===== config.mk =====
export PLATFORM = sky130hd
export DESIGN_NAME = rail_status_fault_regs
export DESIGN_NICKNAME = d
export VERILOG_FILES = /design/src/hdl/rail_status_pkg.sv /design/src/hdl/rail_status_fault_regs.sv /design/src/hdl/fault_latch_byte.sv
export SDC_FILE = /design/constraint.sdc
export NUM_CORES = 1
export LEC_CHECK = 0
export BUFFER_PORTS_ARGS = -buffer_cell sky130_fd_sc_hd__buf_4
export CAP_MARGIN = 20
export CORE_MARGIN = 5
export CORE_UTILIZATION = 43
export DETAILED_ROUTE_END_ITERATION = 7
export PLACE_DENSITY = 0.78
export SETUP_SLACK_MARGIN = 0.1
export SYNTH_ARGS = -nofsm -noshare
export SYNTH_HDL_FRONTEND = slang
export SYNTH_SLANG_ARGS = --single-unit

===== constraint.sdc =====
create_clock -name i_clk -period 1.1 [get_ports i_clk]
set_input_delay 0.055 -clock i_clk [delete_from_list [all_inputs] [get_ports i_clk]]
set_output_delay 0.055 -clock i_clk [all_outputs]
set_load 0.03 [all_outputs]

===== src/hdl/rail_status_pkg.sv =====
// Purpose: Shared constants for the rail status and fault register bank
// Assumes: Byte-wide register port, register offsets as printed
// Notes:   Field positions give the bit index of each rail flag
package rail_status_pkg;

  // Register offsets
  localparam logic [7:0] POWER_GOOD_STATUS_TWO_ADDR  = 8'hB1;
  localparam logic [7:0] POWER_FAULT_STATUS_ONE_ADDR = 8'hB2;
  localparam logic [7:0] POWER_FAULT_STATUS_TWO_ADDR = 8'hB3;

  // Reset values
  localparam logic [7:0] POWER_GOOD_STATUS_TWO_RST   = 8'h00;
  localparam logic [7:0] POWER_FAULT_STATUS_ONE_RST  = 8'h00;
  localparam logic [7:0] POWER_FAULT_STATUS_TWO_RST  = 8'h00;

  // Implemented bits
  localparam logic [7:0] POWER_GOOD_STATUS_TWO_MASK  = 8'h3F;
  localparam logic [7:0] POWER_FAULT_STATUS_ONE_MASK = 8'hFF;
  localparam logic [7:0] POWER_FAULT_STATUS_TWO_MASK = 8'h1F;

  // Power-good two fields
  localparam int FIVE_VOLT_REG_GOOD_BIT  = 5;
  localparam int AUX_REG_ONE_GOOD_BIT    = 4;
  localparam int TERMINATION_GOOD_BIT    = 3;
  localparam int SWITCH_B_TWO_GOOD_BIT   = 2;
  localparam int SWITCH_B_ONE_GOOD_BIT   = 1;
  localparam int AUX_REG_THREE_GOOD_BIT  = 0;

  // Fault one fields; step-down rails one to six sit at bits 0 to 5
  localparam int AUX_REG_TWO_FAULT_BIT   = 7;
  localparam int SWITCH_A_ONE_FAULT_BIT  = 6;
  localparam int STEP_DOWN_ONE_FAULT_BIT = 0;
  localparam int STEP_DOWN_SIX_FAULT_BIT = 5;

  // Fault two fields
  localparam int AUX_REG_ONE_FAULT_BIT   = 4;
  localparam int TERMINATION_FAULT_BIT   = 3;
  localparam int SWITCH_B_TWO_FAULT_BIT  = 2;
  localparam int SWITCH_B_ONE_FAULT_BIT  = 1;
  localparam int AUX_REG_THREE_FAULT_BIT = 0;

endpackage : rail_status_pkg


===== src/hdl/rail_status_fault_regs.sv =====
// Purpose: Power-good and power-fault status registers of the rail manager
// Assumes: Byte register port driven by the serial bus engine outside
// Notes:   Read data is registered, valid one cycle after the read strobe
//
// Function
// - Power-good two sits at B1h, is read-only, resets to zero, bits 7:6 read zero.
// - Bit 5 of power-good two shows the five-volt regulator in regulation.
// - Bit 4 of power-good two shows aux regulator one in regulation.
// - Bit 3 of power-good two shows the termination regulator in regulation.
// - Bit 2 of power-good two shows load switch B two in regulation.
// - Bit 1 of power-good two shows load switch B one in regulation.
// - Bit 0 of power-good two shows aux regulator three in regulation.
// - Fault one sits at B2h, resets to zero, all eight bits are fault flags.
// - Bit 7 of fault one sets when aux regulator two loses regulation.
// - Bit 6 of fault one sets when load switch A one loses regulation.
// - Bits 5 to 0 of fault one flag step-down rails six to one.
// - A fault flag clears only on reset or when the host writes 1 to its bit.
// - Fault two sits at B3h, resets to zero, bits 7:5 are reserved read-only.
// - Bits 4 to 0 of fault two flag aux one, termination, switch B two, B one, aux three.
`timescale 1ns/100ps
`default_nettype none
module rail_status_fault_regs (
  // Clock and reset
  input  wire logic       i_clk,
  input  wire logic       i_rst_b,
  // Register port
  input  wire logic [7:0] i_addr,
  input  wire logic       i_wr_en,
  input  wire logic [7:0] i_wr_data,
  input  wire logic       i_rd_en,
  output logic      [7:0] o_rd_data,
  output logic            o_rd_hit,
  // Live regulation status, high while in range
  input  wire logic       i_five_volt_reg_good,
  input  wire logic       i_aux_reg_one_good,
  input  wire logic       i_termination_good,
  input  wire logic       i_switch_b_two_good,
  input  wire logic       i_switch_b_one_good,
  input  wire logic       i_aux_reg_three_good,
  // Loss-of-regulation events, high while out of range
  input  wire logic       i_aux_reg_two_fault,
  input  wire logic       i_switch_a_one_fault,
  input  wire logic [5:0] i_step_down_fault,
  input  wire logic       i_aux_reg_one_fault,
  input  wire logic       i_termination_fault,
  input  wire logic       i_switch_b_two_fault,
  input  wire logic       i_switch_b_one_fault,
  input  wire logic       i_aux_reg_three_fault,
  // Flag state for pins or interrupt logic elsewhere
  output logic      [7:0] o_power_fault_status_one,
  output logic      [7:0] o_power_fault_status_two
);

  logic [7:0] good_reg;
  logic [7:0] good_next;
  logic [7:0] rd_data_reg;
  logic [7:0] rd_data_next;
  logic       rd_hit_reg;
  logic       rd_hit_next;
  logic [7:0] fault_one_in;
  logic [7:0] fault_two_in;
  logic       wr_fault_one;
  logic       wr_fault_two;

  // Power-good is sampled so a read sees a stable byte
  always_comb begin
    good_next = 8'h00;
    good_next[rail_status_pkg::FIVE_VOLT_REG_GOOD_BIT] = i_five_volt_reg_good;
    good_next[rail_status_pkg::AUX_REG_ONE_GOOD_BIT]   = i_aux_reg_one_good;
    good_next[rail_status_pkg::TERMINATION_GOOD_BIT]   = i_termination_good;
    good_next[rail_status_pkg::SWITCH_B_TWO_GOOD_BIT]  = i_switch_b_two_good;
    good_next[rail_status_pkg::SWITCH_B_ONE_GOOD_BIT]  = i_switch_b_one_good;
    good_next[rail_status_pkg::AUX_REG_THREE_GOOD_BIT] = i_aux_reg_three_good;
    good_next = good_next & rail_status_pkg::POWER_GOOD_STATUS_TWO_MASK;
  end

  always_ff @(posedge i_clk) begin
    if (!i_rst_b) begin
      good_reg <= rail_status_pkg::POWER_GOOD_STATUS_TWO_RST;
    end else begin
      good_reg <= good_next;
    end
  end

  // Fault event vectors
  always_comb begin
    fault_one_in = 8'h00;
    fault_one_in[rail_status_pkg::AUX_REG_TWO_FAULT_BIT]  = i_aux_reg_two_fault;
    fault_one_in[rail_status_pkg::SWITCH_A_ONE_FAULT_BIT] = i_switch_a_one_fault;
    fault_one_in[rail_status_pkg::STEP_DOWN_SIX_FAULT_BIT:
                 rail_status_pkg::STEP_DOWN_ONE_FAULT_BIT] = i_step_down_fault;
    fault_two_in = 8'h00;
    fault_two_in[rail_status_pkg::AUX_REG_ONE_FAULT_BIT]   = i_aux_reg_one_fault;
    fault_two_in[rail_status_pkg::TERMINATION_FAULT_BIT]   = i_termination_fault;
    fault_two_in[rail_status_pkg::SWITCH_B_TWO_FAULT_BIT]  = i_switch_b_two_fault;
    fault_two_in[rail_status_pkg::SWITCH_B_ONE_FAULT_BIT]  = i_switch_b_one_fault;
    fault_two_in[rail_status_pkg::AUX_REG_THREE_FAULT_BIT] = i_aux_reg_three_fault;
  end

  // Writes to the power-good offset decode to nothing
  assign wr_fault_one = i_wr_en && (i_addr == rail_status_pkg::POWER_FAULT_STATUS_ONE_ADDR);
  assign wr_fault_two = i_wr_en && (i_addr == rail_status_pkg::POWER_FAULT_STATUS_TWO_ADDR);

  fault_latch_byte #(
    .MASK      (rail_status_pkg::POWER_FAULT_STATUS_ONE_MASK),
    .RST_VALUE (rail_status_pkg::POWER_FAULT_STATUS_ONE_RST)
  ) u_fault_one (
    .i_clk      (i_clk),
    .i_rst_b    (i_rst_b),
    .i_fault    (fault_one_in),
    .i_clr_en   (wr_fault_one),
    .i_clr_data (i_wr_data),
    .o_flags    (o_power_fault_status_one)
  );

  fault_latch_byte #(
    .MASK      (rail_status_pkg::POWER_FAULT_STATUS_TWO_MASK),
    .RST_VALUE (rail_status_pkg::POWER_FAULT_STATUS_TWO_RST)
  ) u_fault_two (
    .i_clk      (i_clk),
    .i_rst_b    (i_rst_b),
    .i_fault    (fault_two_in),
    .i_clr_en   (wr_fault_two),
    .i_clr_data (i_wr_data),
    .o_flags    (o_power_fault_status_two)
  );

  // Read mux; unmapped offsets return zero with no hit
  always_comb begin
    rd_data_next = rd_data_reg;
    rd_hit_next  = 1'b0;
    if (i_rd_en) begin
      rd_hit_next = 1'b1;
      case (i_addr)
        rail_status_pkg::POWER_GOOD_STATUS_TWO_ADDR: begin
          rd_data_next = good_reg;
        end
        rail_status_pkg::POWER_FAULT_STATUS_ONE_ADDR: begin
          rd_data_next = o_power_fault_status_one;
        end
        rail_status_pkg::POWER_FAULT_STATUS_TWO_ADDR: begin
          rd_data_next = o_power_fault_status_two;
        end
        default: begin
          rd_data_next = 8'h00;
          rd_hit_next  = 1'b0;
        end
      endcase
    end
  end

  always_ff @(posedge i_clk) begin
    if (!i_rst_b) begin
      rd_data_reg <= 8'h00;
      rd_hit_reg  <= 1'b0;
    end else begin
      rd_data_reg <= rd_data_next;
      rd_hit_reg  <= rd_hit_next;
    end
  end

  assign o_rd_data = rd_data_reg;
  assign o_rd_hit  = rd_hit_reg;

endmodule : rail_status_fault_regs
`default_nettype wire


===== src/hdl/fault_latch_byte.sv =====
// Purpose: Eight sticky fault flags with write-one-to-clear
// Assumes: Fault inputs are synchronous levels, high while out of regulation
// Notes:   Unimplemented positions given by the mask stay at zero
`timescale 1ns/100ps
`default_nettype none
module fault_latch_byte #(
  parameter logic [7:0] MASK      = 8'hFF,
  parameter logic [7:0] RST_VALUE = 8'h00
) (
  // Clock and reset
  input  wire logic       i_clk,
  input  wire logic       i_rst_b,
  // Fault events and clear strobe
  input  wire logic [7:0] i_fault,
  input  wire logic       i_clr_en,
  input  wire logic [7:0] i_clr_data,
  // Flag state
  output logic      [7:0] o_flags
);

  logic [7:0] flags_reg;
  logic [7:0] flags_next;

  genvar gi;
  generate
    for (gi = 0; gi < 8; gi++) begin : g_bit
      always_comb begin
        if (!MASK[gi]) begin
          flags_next[gi] = 1'b0;
        end else if (i_fault[gi]) begin
          // A new fault wins over a clear in the same cycle
          flags_next[gi] = 1'b1;
        end else if (i_clr_en && i_clr_data[gi]) begin
          flags_next[gi] = 1'b0;
        end else begin
          flags_next[gi] = flags_reg[gi];
        end
      end
    end
  endgenerate

  always_ff @(posedge i_clk) begin
    if (!i_rst_b) begin
      flags_reg <= RST_VALUE;
    end else begin
      flags_reg <= flags_next;
    end
  end

  assign o_flags = flags_reg;

endmodule : fault_latch_byte
`default_nettype wire


* Yosys cells after proc, flatten, opt, wreduce, memory -nomap -nowiden *
Index checks and enable logic that the tools add are counted.

word-level totals
  bits in writable memories = 0
  bits in latches = 0
  memories = 0
  memory bits (read-only) = 0
  register bits = 33
  logic and storage cells = 79

operators by class
  muxes and demuxes = 28
  multiply operators = 0
  reduce and logical (&&, ||, !) cells = 30
  $lt $le $gt $ge = 0
  div/mod/pow operators = 0
  bitwise gates (word level) = 0
  shift operators = 0
  $add $sub $neg = 0
  eq/ne operators = 3

operators with widths
  cell                                  number
  two-way mux 1 bit                     27
  nonzero test 2 bit                    13
  == test 8 bit, second input constant  3
  one-hot mux 8 bit (3 select lines)    1
  logical AND 1 bit                     15
  OR reduction 3 bit                    1
  AND reduction 2 bit                   1

* Logic depth before layout (Yosys ltp) *
Gate-level depths: netlist of the first run.

  depth in word-level cells = 5
  gate-level depth with buffers = 6
  depth with buffers taken out = 3

* By module *
A second synthesis of the first run with hierarchy kept.

second synthesis, totals
  cells, all modules = 122
  area total of the unflattened synthesis = 1,137.3 sq um

modules (own cells, without submodules)
  module                           area each (sq um)  instances  seq. area each (sq um)  cells each
  rail_status_fault_regs           650.6              1          300.3                   65
  fault_latch_byte at u_fault_one  285.3              1          160.2                   33
  fault_latch_byte at u_fault_two  201.4              1          100.1                   24

* Least setup slack after synthesis of the first run *
No wires, ideal clock.

  kind = register to register
  start = reg u_fault_two.flags_reg[0] (netlist: u_fault_two.o_flags[0])
  end = reg rd_data_reg[0] (netlist: o_rd_data[0])
  arrival = 0.877 ns
  clock period less this slack = 1.002 ns
  library setup time = 0.125 ns
  data required time = 0.975 ns
  setup slack = 0.098 ns
  stages on the path, launching flop included = 4
  path through = dfxtp_1 mux2_2 a22oi_1 o21ai_0

on the way
  longest elaborated chain between the ends = 1

RTL lines
  element                             RTL line                       source
  from (decl)                         fault_latch_byte.sv:21         logic [7:0] flags_reg;
  from (signal assigned)              fault_latch_byte.sv:46         flags_reg <= flags_next;
  one-hot mux 8 bit (3 select lines)  rail_status_fault_regs.sv:134  case (i_addr)
  to (signal assigned)                rail_status_fault_regs.sv:157  rd_data_reg <= rd_data_next;
  to (decl)                           rail_status_fault_regs.sv:56   logic [7:0] rd_data_reg;

Every way passes these cells.
A chain may end at the register's enable or synchronous reset.

* Worst setup path in the final report of the first run *
  start = reg u_fault_two.flags_reg[4] (netlist: u_fault_two.o_flags[4])
  end = reg rd_data_reg[4] (netlist: o_rd_data[4])

The elaborated chain is that of the path after synthesis.

==> metrics.txt, run 1 <==
status complete, no violations; RR Endpoint o_rd_data[4]$_SDFFE_PN0P_; antenna violations before repair 0; TritonCTS clock tree done; cell type with the largest total area after synthesis dfxtp_1; delay-heaviest family, CP flip-flops; Routed Antenna Nets 0; post-route cell area 1890 um2; Post-synth EDFFs 0; core footprint 2520 um2; final setup vio count 0; crit path time final 0.981 ns; total placed instance area 1610 um2; Synth top area share 0.482; fin. max-slew vios 0; number of max-cap violations 0; largest net degree at the start of global routing 16; Synth Register Bits 28; CP endpoint o_rd_data[4]$_SDFFE_PN0P_; layout cells sized above 1 0.389; area grow syn2layout 62.8%; total track usage 0.201; diode count 0; commonest cells in the netlist dfxtp_1, o21ai_0, inv_1; drc violations 0; average vias per placed instance just over 5; CP Buf/Inv Count 0; FF-to-FF path depth 3; most common cell in the netlist dfxtp_1; Die Span Y about 62 um; Max IR drop VDD 0.809 mV; top_reg_cell synth dfxtp_1; final non-filler cell total 238; H-tree Lvls 1; clock buffer depth 2; synth top area cells dfxtp_1, o21ai_0, mux2_2; Root Buffer clkbuf_4; final cycle utilization of the critical path 0.892; Site Rows 18; Cell Chain, Critical Path mux2_2, a22oi_1, o21ai_0; io pins 64; cell area after synthesis 1160 um2; Routed WL 3.55 mm; total number of vias 1235; Power Dens Cells 1040 nW/um2; DPL Wire Length 2.45 mm; Synthesis Warnings 0; Placed Instances 209; r2r setup slk around 0.12 ns; slowest stage delay, CP 0.36 ns; Clock Sinks 28; Initial DRT Pass Iterations 4; async set-or-reset flop fraction in the synthesized netlist 0; RePlAce Congestion 0.800; CP arrival 1.19 ns; Critical Path Source u_fault_two.o_flags[4]$_SDFFE_PN0P_; Worst path depth 3; Unique masters post-synth 24; grt ovf 0; sequential area share after synthesis 0.482; Slowest-stage cell, CP dfxtp_2; vias in the first global route 1271; final setup TNS 0 ns; worst setup path category register to register; Final Hold Vio Count 0; die footprint 3850 um2; postcts setup bufs 0; skew final about 0.0057 ns; first-pass GRT wire length 5.62 mm; Max Freq 1.02 GHz; Critical R2R Launch u_fault_two.o_flags[4]$_SDFFE_PN0P_; Critical Path RT between 1 and 1.5 ns; starting density of the core 0.461; Port Buf Inserts 60; Startpoint Class register; drt initial violations 40; die span in x 62.0 um; Worst Hold Class input pin to register; cell count after synthesis 124; clk slew on worst S/H paths ~0.14 ns; RSZ-0062 raised after global routing true; DR WL/cell approximately 15 um; P_leak around 0.9 nW; Post-Syn Area per Cell 9.38 um2; Critical Path Sink Type register; CP Max Fanout 3; Final nets 249; total CTS buffers 3; clock latency on the worst-skew pair 0.32 ns
[where the power goes]
part	total, mW	switching [mW]	internal [mW]	leakage [nW]
Sequential	1.10	0.0315	1.06	0.233
Combinational	0.466	0.215	0.251	0.653
Clock	0.405	0.277	0.128	0.0138
[timing repair]
action | in CTS | in global routing
hold buffers | 26 | 0
setup endpoints to repair | 0 | 4
hold endpoints to repair | 19 | 0
gates resized for setup | 0 | 3
[worst min path at each step]
stage                          from  slack, ns  cells past startpoint                             endpoint
6_report       i_switch_b_one_fault       0.02                      3  u_fault_two.o_flags[1]$_SDFFE_PN0P_
5_1_grt                     i_rst_b       0.01                      2               good_reg[5]$_SDFF_PN0_
4_1_cts        i_switch_b_one_fault     0.0007                      3  u_fault_two.o_flags[1]$_SDFFE_PN0P_
3_5_place_dp           i_wr_data[7]       0.25                      2  u_fault_one.o_flags[7]$_SDFFE_PN0P_
3_3_place_gp           i_wr_data[6]       0.25                      2  u_fault_one.o_flags[6]$_SDFFE_PN0P_
2_1_floorplan          i_wr_data[0]       0.16                      1  u_fault_one.o_flags[0]$_SDFFE_PN0P_
[per-stage QoR]
step                hold slack (ns)  setup WS (ns)  power (mW)  utilization
floorplan                     0.163          0.160        1.31            -
global placement              0.247         0.0903        1.49        0.636
detailed placement            0.255         0.0660        1.50        0.636
CTS                        0.000695          0.145        1.97        0.749
global route                 0.0129         0.0667        2.06        0.751
finish                       0.0227          0.119        1.97        0.751
[layout make-up]
cell class	instances	area (um2)
sequential	28	568
timing repair buffer	88	726
tap	30	37.5
fill	178	628
multi-input combinational	75	488
inverter	14	52.6
clock buffer	3	22.5
[cell families (layout without fill, tap and decap cells)]
group | after synthesis | in the layout | synth area share
compound gates | 41 | 41 | 0.216
flops | 28 | 28 | 0.482
simple gates | 26 | 26 | 0.141
buf+inv | 23 | 105 | 0.110
mux | 5 | 5 | 0.0484
other cells | 1 | 3 | 0.00322
[tightest hold or removal path: stages]
cell and delay (ns):
buf_4 0.12, inv_1 0.05, a41oi_1 0.08
[metal layers]
metal  global-route usage  vias up  share of wire
met5                    0        -              0
li1                     -      600              -
met1                0.212      577           0.38
met2                0.371       48           0.53
met4               0.0697        0          0.025
met3               0.0620       10          0.059
[cells in the final DEF, fill, tap and decap left out, drive strengths merged, types with 2 or more instances in the layout]
cell	count
buf	62
dfxtp	28
dlygate4sd3	26
o21ai	21
inv	14
a31oi	8
and2	7
nand2	6
a41oi	5
mux2	5
a22oi	5
nand3	4
conb	3
clkbuf	3
nand3b	2
nor2b	2
Power figures use the tool's default switching activity.
==> run 2, diff against run 1 <==
- BUFFER_PORTS_ARGS: -buffer_cell sky130_fd_sc_hd__buf_4 -> not set
- CORE_UTILIZATION: 43 -> 45
- DONT_BUFFER_PORTS: not set -> 1
- PLACE_DENSITY: 0.78 -> not set
==> metrics.txt, run 2 (synthesis results as in run 1) <==
Placed Instances 168 (-20%); final setup TNS 0 ns (unchanged); grt ovf 0 (unchanged); P_leak 0.717 nW (-20%); Pint 1.59 mW (+10%); clock latency on the worst-skew pair 0.32 ns (about the same); average vias per placed instance 5.29 (+1.9%); total CTS buffers 3 (unchanged); worst hold slack -0.150 ns (-0.173 ns); status finished with violations; H-tree Lvls 1 (unchanged); Die Span Y 60.9 um (-1.9%); Seq pwr share 0.524 (-0.033); most frequent cells in the layout dlygate4sd3_1, dfxtp_1, o21ai_0, buf_4, inv_1; diode count 0 (unchanged); Critical Path Sink Type output pin; final cycle utilization of the critical path 0.855 (-0.0371); delay-heaviest family, CP flip-flops; drt initial violations 27 (-33%); Max IR drop VDD 1.13 mV (+40%); Routed WL 3.19 mm (-10%); Slowest-stage cell, CP dfxtp_1; Routed Antenna Nets 0 (unchanged); starting density of the core 0.470 (+0.00839); die footprint 3700 um2 (-3.7%); number of max-cap violations 0 (unchanged); Port Buf Inserts 0 (-100%); clock buffer depth 2 (unchanged); net switching power 485 uW (-7.2%); Root Buffer clkbuf_4; RePlAce Congestion 0.706 (-12%); DR WL/cell 16.3 um (+9.0%); final non-filler cell total 196 (-18%); final setup vio count 0 (unchanged); Initial DRT Pass Iterations 4 (unchanged); skew final 0.00344 ns (-0.00228 ns); crit path time final 0.940 ns (-0.0408 ns); vias in the first global route 1072 (-16%); largest net degree at the start of global routing 26 (+10); clock network power share 0.318 (+0.112); layout cells sized above 1 0.253 (-0.136); TritonCTS clock tree done; drc violations 0 (unchanged); area grow syn2layout 37.4%; RSZ-0062 raised after global routing false; Startpoint Class register; Power Dens Cells 1300 nW/um2 (+25%); core footprint 2480 um2 (-1.8%); CP Max Fanout 3 (unchanged); die span in x 60.9 um (-1.9%); total track usage 0.180 (-0.0203); failing checks negative hold slack; total number of vias 1036 (-16%); Cell Chain, Critical Path buf_4; Logic pwr share 0.158 (-0.079); Final nets 206 (-17%); first-pass GRT wire length 4.95 mm (-12%); Final Hold Vio Count 20 (+20); antenna violations before repair 0 (unchanged); io pins 64 (unchanged); switch share 0.234 (-0.0324); Worst Hold Class input pin to register; CP Buf/Inv Count 1 (+1); Critical Path RT 1.04 ns (-0.27 ns); clk slew on worst S/H paths 0.15 ns (about the same); Clock Sinks 28 (unchanged); fin. max-slew vios 0 (unchanged); Max Freq 1.06 GHz (+4.3%); DPL Wire Length 2.17 mm (-11%); worst setup path category register to output pin; slowest stage delay, CP 0.39 ns (+0.03 ns); Site Rows 18 (unchanged); CP arrival 0.89 ns (-0.30 ns); commonest non-fill, non-tap cell in the layout dlygate4sd3_1
[run 2: changes by cell type in the layout (fill, tap and decap cells not counted)]
cell | previous run | this run
dlygate4sd3_1 | 26 | 24
nor2b_1 | 1 | 0
buf_4 | 62 | 21
o21ai_0 | 20 | 21
o21ai_1 | 1 | 0
nor2b_2 | 0 | 1
bufinv_16 | 0 | 1
[run 2: path summary, 6_finish.rpt]
| kind | start | end | slack (ns) | cells after the start |
|---|---|---|---|---|
| worst min register to register | o_rd_data[0]$_SDFFE_PN0P_ | o_rd_data[0]$_SDFFE_PN0P_ | 0.48 | 2 |
| worst min-delay path | i_rst_b | u_fault_one.o_flags[5]$_SDFFE_PN0P_ | -0.15 | 2 |
| worst max register to register | u_fault_two.o_flags[2]$_SDFFE_PN0P_ | o_rd_data[2]$_SDFFE_PN0P_ | 0.16 | 3 |
| worst max-delay path | u_fault_one.o_flags[1]$_SDFFE_PN0P_ | o_power_fault_status_one[1] | 0.16 | 1 |
[run 2: what timing repair did]
action / 4_1_cts / 5_1_grt
gates resized for setup: 0 / 3
buffers inserted: 0 / 0
endpoints found under the hold margin: 27 / 20
hold buffers: 21 / 3
setup endpoints to repair: 0 / 7
[run 2: worst register-to-register path, delay by kind of cell, from the launching register on]
| family | cells | cell delay [ns] |
|---|---|---|
| flip-flops | 1 | 0.35 |
| multiplexers | 1 | 0.25 |
| AO/OA/AOI/OAI | 2 | 0.24 |
[run 2: power groups by stage]
stage | combinational, mW | sequential, mW | clock [mW]
2_1_floorplan | 0.139 | 1.18 | 0
3_3_place_gp | 0.243 | 1.11 | 0
3_5_place_dp | 0.248 | 1.11 | 0
4_1_cts | 0.313 | 1.09 | 0.672
5_1_grt | 0.354 | 1.10 | 0.711
6_report | 0.329 | 1.09 | 0.659
[run 2: metrics by stage]
stage	power (mW)	hold slack [ns]	setup slack (ns)	utilization	instance area, um2
4_1_cts	2.07	-0.162	0.138	0.630	1560
3_5_place_dp	1.36	0.166	0.106	0.524	1300
3_3_place_gp	1.35	0.163	0.143	0.524	1300
2_1_floorplan	1.31	0.163	0.160	-	1180
6_report	2.08	-0.150	0.160	0.645	1600
5_1_grt	2.16	-0.170	0.0997	0.645	1600
[run 2: cell type report]
type                    count  area, um2
fillers                   228        878
flip-flops and latches     28        568
multi-input cells          75        490
repair buffers             45        398
inverters                  14       52.6
well taps                  30       37.5
clock inverters             1       30.0
clock buffers               3       22.5
[run 2: layer usage]
layer / vias up / track usage / part of all wire
met5: - / 0 / 0
met4: 0 / 0.0279 / 0.0060
met3: 2 / 0.0447 / 0.082
met2: 38 / 0.321 / 0.51
met1: 478 / 0.224 / 0.40
li1: 518 / - / -
